**src/shared/qtim_pkg.sv**
```systemverilog
// package: register map, field codes and reset values for the pulse/quadrature timer
// assumes a 32-bit apb slave, one aligned word per register
`default_nettype none
package qtim_pkg;
  localparam logic [11:0] CTRL_OFS = 12'h000;
  localparam logic [11:0] SLAVE_OFS = 12'h004;
  localparam logic [11:0] CHAN_OFS = 12'h008;
  localparam logic [11:0] POL_OFS = 12'h00c;
  localparam logic [11:0] COUNT_OFS = 12'h010;
  localparam logic [11:0] RELOAD_OFS = 12'h014;
  localparam logic [11:0] COMPARE_OFS = 12'h018;
  localparam logic [11:0] STATUS_OFS = 12'h01c;
  // ctrl fields
  localparam int CEN_POS = 0;
  localparam int OPM_POS = 1;
  localparam int DIR_POS = 2;
  localparam int UG_POS = 3;
  // slave fields
  localparam int SMS_POS = 0;
  localparam int TS_POS = 4;
  localparam int ETP_POS = 8;
  localparam int ECE_POS = 9;
  localparam int EXT_TRIGGER_PRESCALE_POS = 10;
  // chan fields
  localparam int CHAN1_SELECTION_POS = 0;
  localparam int CHAN2_SELECTION_POS = 2;
  localparam int OCM_POS = 4;
  localparam int OFE_POS = 7;
  localparam int OCE_POS = 8;
  // polarity fields
  localparam int PA_POS = 0;
  localparam int PB_POS = 1;
  localparam int PAN_POS = 2;
  localparam int PBN_POS = 3;
  // codes
  localparam logic [2:0] SMS_ENC_B = 3'h1;
  localparam logic [2:0] SMS_ENC_A = 3'h2;
  localparam logic [2:0] SMS_ENC_AB = 3'h3;
  localparam logic [2:0] SMS_TRIGGER = 3'h6;
  localparam logic [2:0] TS_FILT_B = 3'h6;
  localparam logic [1:0] SEL_MAP_DIRECT = 2'h1;
  localparam logic [2:0] OCM_PWM1 = 3'h6;
  localparam logic [2:0] OCM_PWM2 = 3'h7;
  localparam logic [15:0] RELOAD_RESET = 16'hffff;
  localparam logic [15:0] ZERO16 = 16'h0000;
  localparam logic [31:0] ZERO32 = 32'h0000_0000;
endpackage
`default_nettype wire

```
**src/pulse_quad_timer.sv**
```systemverilog
// design: single-pulse / pwm channel, reference clearing and quadrature counter, apb slave
// assumes inputs already synchronous to pclk and filtered upstream
//
// Implementation choices: the APB register port and the register offsets.
`default_nettype none
module pulse_quad_timer #(
  parameter int WIDTH = 16
) (
  // apb
  input wire logic pclk,
  input wire logic presetn,
  input wire logic psel,
  input wire logic penable,
  input wire logic pwrite,
  input wire logic [11:0] paddr,
  input wire logic [31:0] pwdata,
  output logic [31:0] prdata,
  output logic pready,
  output logic pslverr,
  // encoder and trigger inputs
  input wire logic encoder_input_a,
  input wire logic encoder_input_b,
  input wire logic filtered_ext_trigger,
  // channel output
  output logic channel_reference
);
  logic counter_enable_bit_reg, counter_enable_bit_next;
  logic single_pulse_select_reg, single_pulse_select_next;
  logic dir_reg, dir_next;
  logic [2:0] slave_mode_select_reg, slave_mode_select_next;
  logic [2:0] trigger_source_select_reg, trigger_source_select_next;
  logic ext_trigger_polarity_reg, ext_trigger_polarity_next;
  logic ext_clock2_enable_reg, ext_clock2_enable_next;
  logic [1:0] ext_trigger_prescale_reg, ext_trigger_prescale_next;
  logic [1:0] chan1_selection_reg, chan1_selection_next;
  logic [1:0] chan2_selection_reg, chan2_selection_next;
  logic [2:0] chan1_output_mode_reg, chan1_output_mode_next;
  logic output_fast_enable_reg, output_fast_enable_next;
  logic reference_clear_enable_reg, reference_clear_enable_next;
  logic [3:0] pol_reg, pol_next;
  logic [WIDTH-1:0] counter_value_reg, counter_value_next;
  logic [WIDTH-1:0] auto_reload_value_reg, auto_reload_value_next;
  logic [WIDTH-1:0] compare_value_reg, compare_value_next;
  logic channel_reference_reg, channel_reference_next;
  logic clear_hold_reg, clear_hold_next;
  logic a_prev_reg, a_prev_next;
  logic b_prev_reg, b_prev_next;
  logic [31:0] prdata_reg, prdata_next;

  logic filtered_input_a, filtered_input_b, chan2_pin;
  logic a_edge, b_edge, enc_mode, enc_step, enc_up, trig_edge;
  logic wr, rd, start, update_event, tick, match, at_top, at_bottom, pwm_mode;
  logic [WIDTH-1:0] cnt_step;

  function automatic logic hit(input logic [11:0] a, input logic [11:0] ofs);
    return a == ofs;
  endfunction

  assign wr = psel && penable && pwrite;
  assign rd = psel && !penable && !pwrite;
  assign pready = 1'b1;
  assign pslverr = 1'b0;
  assign prdata = prdata_reg;
  assign channel_reference = channel_reference_reg;

  // polarity adjusted inputs
  assign filtered_input_a = encoder_input_a ^ pol_reg[qtim_pkg::PA_POS];
  assign filtered_input_b = encoder_input_b ^ pol_reg[qtim_pkg::PB_POS];
  assign chan2_pin = (chan2_selection_reg == qtim_pkg::SEL_MAP_DIRECT) && filtered_input_b;
  assign a_edge = filtered_input_a != a_prev_reg;
  assign b_edge = filtered_input_b != b_prev_reg;
  assign enc_mode = slave_mode_select_reg == qtim_pkg::SMS_ENC_B ||
                    slave_mode_select_reg == qtim_pkg::SMS_ENC_A ||
                    slave_mode_select_reg == qtim_pkg::SMS_ENC_AB;
  // trigger: rising edge of mapped input b
  assign trig_edge = (slave_mode_select_reg == qtim_pkg::SMS_TRIGGER) &&
                     (trigger_source_select_reg == qtim_pkg::TS_FILT_B) &&
                     chan2_pin && !b_prev_reg;
  assign pwm_mode = chan1_output_mode_reg == qtim_pkg::OCM_PWM1 ||
                    chan1_output_mode_reg == qtim_pkg::OCM_PWM2;

  always_comb begin
    enc_step = 1'b0;
    enc_up = 1'b0;
    case (slave_mode_select_reg)
      qtim_pkg::SMS_ENC_B: begin
        enc_step = b_edge;
      end
      qtim_pkg::SMS_ENC_A: begin
        enc_step = a_edge;
      end
      qtim_pkg::SMS_ENC_AB: begin
        enc_step = a_edge || b_edge;
      end
      default: begin
        enc_step = 1'b0;
      end
    endcase
    // direction from the edge that moved
    if (a_edge) begin
      enc_up = filtered_input_a ^ filtered_input_b;
    end else if (b_edge) begin
      enc_up = filtered_input_b ~^ filtered_input_a;
    end else begin
      enc_up = !dir_reg;
    end
  end

  assign tick = counter_enable_bit_reg && (enc_mode ? enc_step : 1'b1);
  assign at_top = counter_value_reg == auto_reload_value_reg;
  assign at_bottom = counter_value_reg == qtim_pkg::ZERO16[WIDTH-1:0];
  assign update_event = tick && ((!dir_reg && at_top) || (dir_reg && at_bottom));
  assign cnt_step = dir_reg ? counter_value_reg - 1'b1 : counter_value_reg + 1'b1;
  // look one count ahead so the registered reference lines up with the counter
  assign match = counter_value_next == compare_value_reg;
  assign start = trig_edge && !counter_enable_bit_reg;

  // registers and counter
  always_comb begin
    counter_enable_bit_next = counter_enable_bit_reg;
    single_pulse_select_next = single_pulse_select_reg;
    dir_next = dir_reg;
    slave_mode_select_next = slave_mode_select_reg;
    trigger_source_select_next = trigger_source_select_reg;
    ext_trigger_polarity_next = ext_trigger_polarity_reg;
    ext_clock2_enable_next = ext_clock2_enable_reg;
    ext_trigger_prescale_next = ext_trigger_prescale_reg;
    chan1_selection_next = chan1_selection_reg;
    chan2_selection_next = chan2_selection_reg;
    chan1_output_mode_next = chan1_output_mode_reg;
    output_fast_enable_next = output_fast_enable_reg;
    reference_clear_enable_next = reference_clear_enable_reg;
    pol_next = pol_reg;
    counter_value_next = counter_value_reg;
    auto_reload_value_next = auto_reload_value_reg;
    compare_value_next = compare_value_reg;
    a_prev_next = filtered_input_a;
    b_prev_next = filtered_input_b;
    prdata_next = prdata_reg;
    if (enc_mode && (a_edge || b_edge)) begin
      dir_next = !enc_up;
    end
    if (tick) begin
      if (enc_mode) begin
        if (enc_up) begin
          counter_value_next = at_top ? qtim_pkg::ZERO16[WIDTH-1:0] : counter_value_reg + 1'b1;
        end else begin
          counter_value_next = at_bottom ? auto_reload_value_reg : counter_value_reg - 1'b1;
        end
      end else if (update_event) begin
        counter_value_next = dir_reg ? auto_reload_value_reg : qtim_pkg::ZERO16[WIDTH-1:0];
        if (single_pulse_select_reg) begin
          counter_enable_bit_next = 1'b0;
        end
      end else begin
        counter_value_next = cnt_step;
      end
    end
    if (start) begin
      counter_enable_bit_next = 1'b1;
    end
    if (wr) begin
      if (hit(paddr, qtim_pkg::CTRL_OFS)) begin
        counter_enable_bit_next = pwdata[qtim_pkg::CEN_POS];
        single_pulse_select_next = pwdata[qtim_pkg::OPM_POS];
        dir_next = pwdata[qtim_pkg::DIR_POS];
        if (pwdata[qtim_pkg::UG_POS]) begin
          counter_value_next = pwdata[qtim_pkg::DIR_POS] ? auto_reload_value_reg :
                               qtim_pkg::ZERO16[WIDTH-1:0];
        end
      end
      if (hit(paddr, qtim_pkg::SLAVE_OFS)) begin
        slave_mode_select_next = pwdata[qtim_pkg::SMS_POS +: 3];
        trigger_source_select_next = pwdata[qtim_pkg::TS_POS +: 3];
        ext_trigger_polarity_next = pwdata[qtim_pkg::ETP_POS];
        ext_clock2_enable_next = pwdata[qtim_pkg::ECE_POS];
        ext_trigger_prescale_next = pwdata[qtim_pkg::EXT_TRIGGER_PRESCALE_POS +: 2];
      end
      if (hit(paddr, qtim_pkg::CHAN_OFS)) begin
        chan1_selection_next = pwdata[qtim_pkg::CHAN1_SELECTION_POS +: 2];
        chan2_selection_next = pwdata[qtim_pkg::CHAN2_SELECTION_POS +: 2];
        chan1_output_mode_next = pwdata[qtim_pkg::OCM_POS +: 3];
        output_fast_enable_next = pwdata[qtim_pkg::OFE_POS];
        reference_clear_enable_next = pwdata[qtim_pkg::OCE_POS];
      end
      if (hit(paddr, qtim_pkg::POL_OFS)) begin
        pol_next = pwdata[3:0];
      end
      if (hit(paddr, qtim_pkg::COUNT_OFS)) begin
        counter_value_next = pwdata[WIDTH-1:0];
      end
      if (hit(paddr, qtim_pkg::RELOAD_OFS)) begin
        auto_reload_value_next = pwdata[WIDTH-1:0];
      end
      if (hit(paddr, qtim_pkg::COMPARE_OFS)) begin
        compare_value_next = pwdata[WIDTH-1:0];
      end
    end
    if (rd) begin
      prdata_next = qtim_pkg::ZERO32;
      case (paddr)
        qtim_pkg::CTRL_OFS: begin
          prdata_next[qtim_pkg::CEN_POS] = counter_enable_bit_reg;
          prdata_next[qtim_pkg::OPM_POS] = single_pulse_select_reg;
          prdata_next[qtim_pkg::DIR_POS] = dir_reg;
        end
        qtim_pkg::SLAVE_OFS: begin
          prdata_next[qtim_pkg::SMS_POS +: 3] = slave_mode_select_reg;
          prdata_next[qtim_pkg::TS_POS +: 3] = trigger_source_select_reg;
          prdata_next[qtim_pkg::ETP_POS] = ext_trigger_polarity_reg;
          prdata_next[qtim_pkg::ECE_POS] = ext_clock2_enable_reg;
          prdata_next[qtim_pkg::EXT_TRIGGER_PRESCALE_POS +: 2] = ext_trigger_prescale_reg;
        end
        qtim_pkg::CHAN_OFS: begin
          prdata_next[qtim_pkg::CHAN1_SELECTION_POS +: 2] = chan1_selection_reg;
          prdata_next[qtim_pkg::CHAN2_SELECTION_POS +: 2] = chan2_selection_reg;
          prdata_next[qtim_pkg::OCM_POS +: 3] = chan1_output_mode_reg;
          prdata_next[qtim_pkg::OFE_POS] = output_fast_enable_reg;
          prdata_next[qtim_pkg::OCE_POS] = reference_clear_enable_reg;
        end
        qtim_pkg::POL_OFS: begin
          prdata_next[3:0] = pol_reg;
        end
        qtim_pkg::COUNT_OFS: begin
          prdata_next[WIDTH-1:0] = counter_value_reg;
        end
        qtim_pkg::RELOAD_OFS: begin
          prdata_next[WIDTH-1:0] = auto_reload_value_reg;
        end
        qtim_pkg::COMPARE_OFS: begin
          prdata_next[WIDTH-1:0] = compare_value_reg;
        end
        qtim_pkg::STATUS_OFS: begin
          prdata_next[0] = channel_reference_reg;
          prdata_next[1] = clear_hold_reg;
          prdata_next[2] = filtered_input_a;
          prdata_next[3] = filtered_input_b;
        end
        default: begin
          prdata_next = qtim_pkg::ZERO32;
        end
      endcase
    end
  end

  // channel reference
  always_comb begin
    channel_reference_next = channel_reference_reg;
    clear_hold_next = clear_hold_reg;
    if (chan1_output_mode_reg == qtim_pkg::OCM_PWM2) begin
      if (match && counter_enable_bit_reg) begin
        channel_reference_next = 1'b1;
      end
      if (update_event || (!counter_enable_bit_reg && !start)) begin
        channel_reference_next = compare_value_reg > auto_reload_value_reg;
      end
    end else if (chan1_output_mode_reg == qtim_pkg::OCM_PWM1) begin
      channel_reference_next = counter_value_reg < compare_value_reg;
    end else begin
      channel_reference_next = 1'b0;
    end
    if (start && output_fast_enable_reg && pwm_mode) begin
      channel_reference_next = chan1_output_mode_reg != qtim_pkg::OCM_PWM1;
    end
    if (update_event) begin
      clear_hold_next = 1'b0;
    end
    if (reference_clear_enable_reg && filtered_ext_trigger) begin
      clear_hold_next = 1'b1;
    end
    if (clear_hold_next) begin
      channel_reference_next = 1'b0;
    end
  end

  always_ff @(posedge pclk or negedge presetn) begin
    if (!presetn) begin
      counter_enable_bit_reg <= 1'b0;
      single_pulse_select_reg <= 1'b0;
      dir_reg <= 1'b0;
      slave_mode_select_reg <= 3'h0;
      trigger_source_select_reg <= 3'h0;
      ext_trigger_polarity_reg <= 1'b0;
      ext_clock2_enable_reg <= 1'b0;
      ext_trigger_prescale_reg <= 2'h0;
      chan1_selection_reg <= 2'h0;
      chan2_selection_reg <= 2'h0;
      chan1_output_mode_reg <= 3'h0;
      output_fast_enable_reg <= 1'b0;
      reference_clear_enable_reg <= 1'b0;
      pol_reg <= 4'h0;
      counter_value_reg <= '0;
      auto_reload_value_reg <= qtim_pkg::RELOAD_RESET[WIDTH-1:0];
      compare_value_reg <= '0;
      channel_reference_reg <= 1'b0;
      clear_hold_reg <= 1'b0;
      a_prev_reg <= 1'b0;
      b_prev_reg <= 1'b0;
      prdata_reg <= qtim_pkg::ZERO32;
    end else begin
      counter_enable_bit_reg <= counter_enable_bit_next;
      single_pulse_select_reg <= single_pulse_select_next;
      dir_reg <= dir_next;
      slave_mode_select_reg <= slave_mode_select_next;
      trigger_source_select_reg <= trigger_source_select_next;
      ext_trigger_polarity_reg <= ext_trigger_polarity_next;
      ext_clock2_enable_reg <= ext_clock2_enable_next;
      ext_trigger_prescale_reg <= ext_trigger_prescale_next;
      chan1_selection_reg <= chan1_selection_next;
      chan2_selection_reg <= chan2_selection_next;
      chan1_output_mode_reg <= chan1_output_mode_next;
      output_fast_enable_reg <= output_fast_enable_next;
      reference_clear_enable_reg <= reference_clear_enable_next;
      pol_reg <= pol_next;
      counter_value_reg <= counter_value_next;
      auto_reload_value_reg <= auto_reload_value_next;
      compare_value_reg <= compare_value_next;
      channel_reference_reg <= channel_reference_next;
      clear_hold_reg <= clear_hold_next;
      a_prev_reg <= a_prev_next;
      b_prev_reg <= b_prev_next;
      prdata_reg <= prdata_next;
    end
  end

  // checks
  a_opm_stop: assert property (@(posedge pclk) disable iff (!presetn)
    update_event && single_pulse_select_reg && !enc_mode && !start && !wr
    |=> !counter_enable_bit_reg) else $error("single pulse did not stop");
  a_trig_start: assert property (@(posedge pclk) disable iff (!presetn)
    start && !wr |=> counter_enable_bit_reg) else $error("trigger did not start counter");
  a_fast_force: assert property (@(posedge pclk) disable iff (!presetn)
    start && output_fast_enable_reg && chan1_output_mode_reg == qtim_pkg::OCM_PWM2 &&
    !clear_hold_next |=> channel_reference_reg) else $error("fast enable did not force");
  a_clear_low: assert property (@(posedge pclk) disable iff (!presetn)
    reference_clear_enable_reg && filtered_ext_trigger |=> !channel_reference_reg)
    else $error("reference not cleared");
  a_enc_wrap_up: assert property (@(posedge pclk) disable iff (!presetn)
    enc_mode && tick && enc_up && at_top && !wr |=> counter_value_reg == '0)
    else $error("encoder up wrap wrong");
  a_enc_wrap_dn: assert property (@(posedge pclk) disable iff (!presetn)
    enc_mode && tick && !enc_up && at_bottom && !wr
    |=> counter_value_reg == $past(auto_reload_value_reg)) else $error("encoder down wrap wrong");
  a_enc_hold_b: assert property (@(posedge pclk) disable iff (!presetn)
    slave_mode_select_reg == qtim_pkg::SMS_ENC_B && !b_edge && !wr
    |=> $stable(counter_value_reg)) else $error("b-only mode counted");
  a_enc_gate: assert property (@(posedge pclk) disable iff (!presetn)
    enc_mode && !counter_enable_bit_reg && !wr |=> $stable(counter_value_reg))
    else $error("encoder counted while disabled");
endmodule
`default_nettype wire

```
**config.mk**
```make
export PLATFORM = sky130hd
export DESIGN_NAME = pulse_quad_timer
export DESIGN_NICKNAME = d
export VERILOG_FILES = /design/src/shared/qtim_pkg.sv /design/src/pulse_quad_timer.sv
export SDC_FILE = /design/constraint.sdc
export NUM_CORES = 1
export LEC_CHECK = 0
export BUFFER_PORTS_ARGS = -buffer_cell sky130_fd_sc_hd__buf_4
export CAP_MARGIN = 0
export CORE_MARGIN = 2
export CORE_UTILIZATION = 45
export CTS_CLUSTER_DIAMETER = 60
export CTS_CLUSTER_SIZE = 30
export DETAILED_ROUTE_END_ITERATION = 10
export PLACE_DENSITY = 0.66
export SYNTH_ARGS = -nofsm -noshare
export SYNTH_HDL_FRONTEND = slang
export SYNTH_SLANG_ARGS = --single-unit
```
**constraint.sdc**
```tcl
create_clock -name pclk -period 7.7 [get_ports pclk]
set_input_delay 1.54 -clock pclk [delete_from_list [all_inputs] [get_ports pclk]]
set_output_delay 1.54 -clock pclk [all_outputs]
set_load 0.03 [all_outputs]
```
==> flow_summary.ini <==
[logic_synthesis]
syn_avg_cell_area_um2 = 8.13
ys.flop_type = dfrtp_1
synth_edf_count = 0
ys_types = 87
ys_warn_count = 0
yosys.area.top_type = dfrtp_1
syn_area_um2 = 7910
synth-seq-cells = 94
synth_top_area_share = 0.247
synth_area_leaders = dfrtp_1 25%, ha_1 5.4%, dfstp_2 5.3%
synth_seq_area_share = 0.300
async_reset_ff_frac = 1.00
syn_inst = 972

[place]
place_hpwl_mm = 21.1
gp_congestion = 0.969
port_buffers = 52

[timing]
rsz0062_at_grt = no
hold_viol_final = 0
tns_ns = 0
fmax_mhz = 197
slew_viol_final = 0
finalHoldWorstSlack_ns = 0.483
worstMarginPinSlew_ns = 1.11
setup_violations = 0
min_period_over_period = 0.660
finClkSkew_ns = 0.00916
fin_crit_ns = 5.08
relSlewSlack = 0.257

[critical_path]
regToRegSetupSlack_ns = 3.23
crit_required_ns = 7.99
worstPathMaxFanout = 34
start_kind = input pin
rr_startpoint = counter_value_reg[0]
path_class = in2reg
r2r-end = channel_reference
rr_worst_depth = 12
end_kind = register
critPathArrivalTime_ns = 5.37

[pwr]
p_sw_uw = 315
pwr-share-clk = 0.421
power_density_nw_per_um2 = 130
pwr-share-comb = 0.122
p_leak_nw = 3.73
intPower_uw = 811
power.share.sequential = 0.457
irDropWorstVdd_mv = 0.124
netSwitchingFraction = 0.280

[final_layout]
fin_nets = 1066
synthToLayoutAreaGrowth_pct = 9.34
mostFrequentLayoutCells = 100 x nand2_1, 78 x o21ai_0, 78 x dfrtp_1
mostFrequentLayoutCell = nand2_1
drive_above_1_share = 0.146
num_antenna_cells = 0

[clock_network]
numCtsBuffers = 9
cts_tree = built
cts_setup_buffers = 0
cts_sinks = 94
clk_pin_slew_ns = 0.07
cts-root-buf = clkbuf_16
cts_resized = 0
clock_latency_ns = 0.35
ctsHoldBuffers = 0
clock_path_buffers = 2
cts_max_level = 3

[global_route]
grt_pass1_wl_mm = 43.3
grtUsageTotal = 0.307
grt_max_degree = 51
antenna_found_initial = 0
grtUsageMet3 = 0.0311
globalRoute.totalOverflow = 0
met2_usage = 0.465
top_usage_layer = met2
met1_usage = 0.443
grt_pass1_vias = 7291

[routing]
ant_nets = 0
drtPass1Iterations = 5
drt_iter0_drc = 1109
drt-vias-per-instance = 6.48
wl_per_cell_um = 23.2
wl_mm = 28.0
drc = 0
dr_total_vias = 7841

[die]
ios = 87
start_util = 0.459
die_h_um = 137
row_count = 48
core-area_um2 = 17200
die_area_um2 = 18600
fp.dieW_um = 137

[worst_hold_path]
min_from = chan1_selection_reg[1]
hold_path_end = chan1_selection_reg[1]
hold_depth = 2
hp-class = reg2reg

[run]
maxCapViolations = 0

[status]
status = complete, no violations
worst max path at each step:
stage	slack (ns)	depth (start not counted)	start	endpoint
3_5_place_dp	2.41	12	encoder_input_b	channel_reference
5_1_grt	2.49	12	encoder_input_b	channel_reference
6_report	2.62	12	paddr[2]	channel_reference
3_3_place_gp	2.43	12	encoder_input_b	channel_reference
2_1_floorplan	3.37	12	paddr[1]	channel_reference
4_1_cts	2.76	12	encoder_input_b	channel_reference
per-layer routing:
metal / wire, um / vias up
li1: - / 3557
met5: 0 / -
met2: 12400 / 480
met1: 12300 / 3735
met4: 1080 / 0
met3: 2240 / 69
cells in the mapped netlist, drive strengths merged, types with 4 or more instances:
cell type	instances
and2	5
a22oi	10
o21ai	80
a31oi	16
a21o	9
buf	36
o22ai	8
or2	4
clkbuf	47
o21a	5
nor4	26
and3	8
o2111ai	6
ha	34
or3	13
a21oi	62
a222oi	7
xnor2	41
or4	5
o31ai	9
nor2	75
a221o	4
xor2	8
nand3	26
nand4	20
dfrtp	78
nor3	23
o2bb2ai	5
mux2	20
dfstp	16
nor2b	9
inv	47
nand2b	4
nand2	100
mux2i	21
a221oi	5
a22o	6
o31a	4
a32oi	5
a211oi	12
power by group through the flow:
stage	Combinational, mW	Clock (mW)	Sequential, mW
after global placement	0.134	0	0.523
after global routing	0.149	0.493	0.515
final	0.137	0.474	0.515
after detailed placement	0.135	0	0.523
after floorplan	0.0826	0	0.523
after CTS	0.136	0.476	0.514
critical path: stages:
cell and delay, ns:
buf_4 0.27, or3b_2 0.71, nor4_2 0.58, buf_4 0.31
mux2i_1 0.31, or3_1 0.18, nand4_1 0.10, nor4_1 0.30
and4b_1 0.26, o2111ai_1 0.11, nor4_1 0.48, a31o_1 0.20
final cells by class:
cell class              instances  area, um^2
well taps                     225         282
flip-flops and latches         94        2370
inverters                      47         176
fillers                      1668        8590
clock inverters                 5        65.1
multi-input cells             764        5030
clock buffers                  11         243
repair buffers                 64         480
per-stage QoR:
| step | std cells | setup slack [ns] | util | power (mW) | area (um^2) |
|---|---|---|---|---|---|
| after floorplan | 988 | 3.37 | - | 0.606 | 7970 |
| after global placement | 1194 | 2.43 | 0.484 | 0.657 | 8340 |
| after detailed placement | 1194 | 2.41 | 0.484 | 0.658 | 8340 |
| after CTS | 1210 | 2.76 | 0.502 | 1.13 | 8640 |
| after global routing | 1210 | 2.49 | 0.502 | 1.16 | 8640 |
| final | 1210 | 2.62 | 0.502 | 1.13 | 8640 |
cell families (layout without fill, tap and decap cells):
logic type	after synthesis	count (layout)	synth area share
adder cells (fa/ha/maj)	34	34	0.0538
XOR/XNOR	51	51	0.0603
multiplexers	41	41	0.0551
buffers and inverters	130	127	0.0747
flip-flops	94	94	0.300
AO/OA/AOI/OAI	286	286	0.241
other	2	18	0.000950
AND/OR/NAND/NOR	334	334	0.215
No activity file was read; power rests on OpenSTA's default activity.
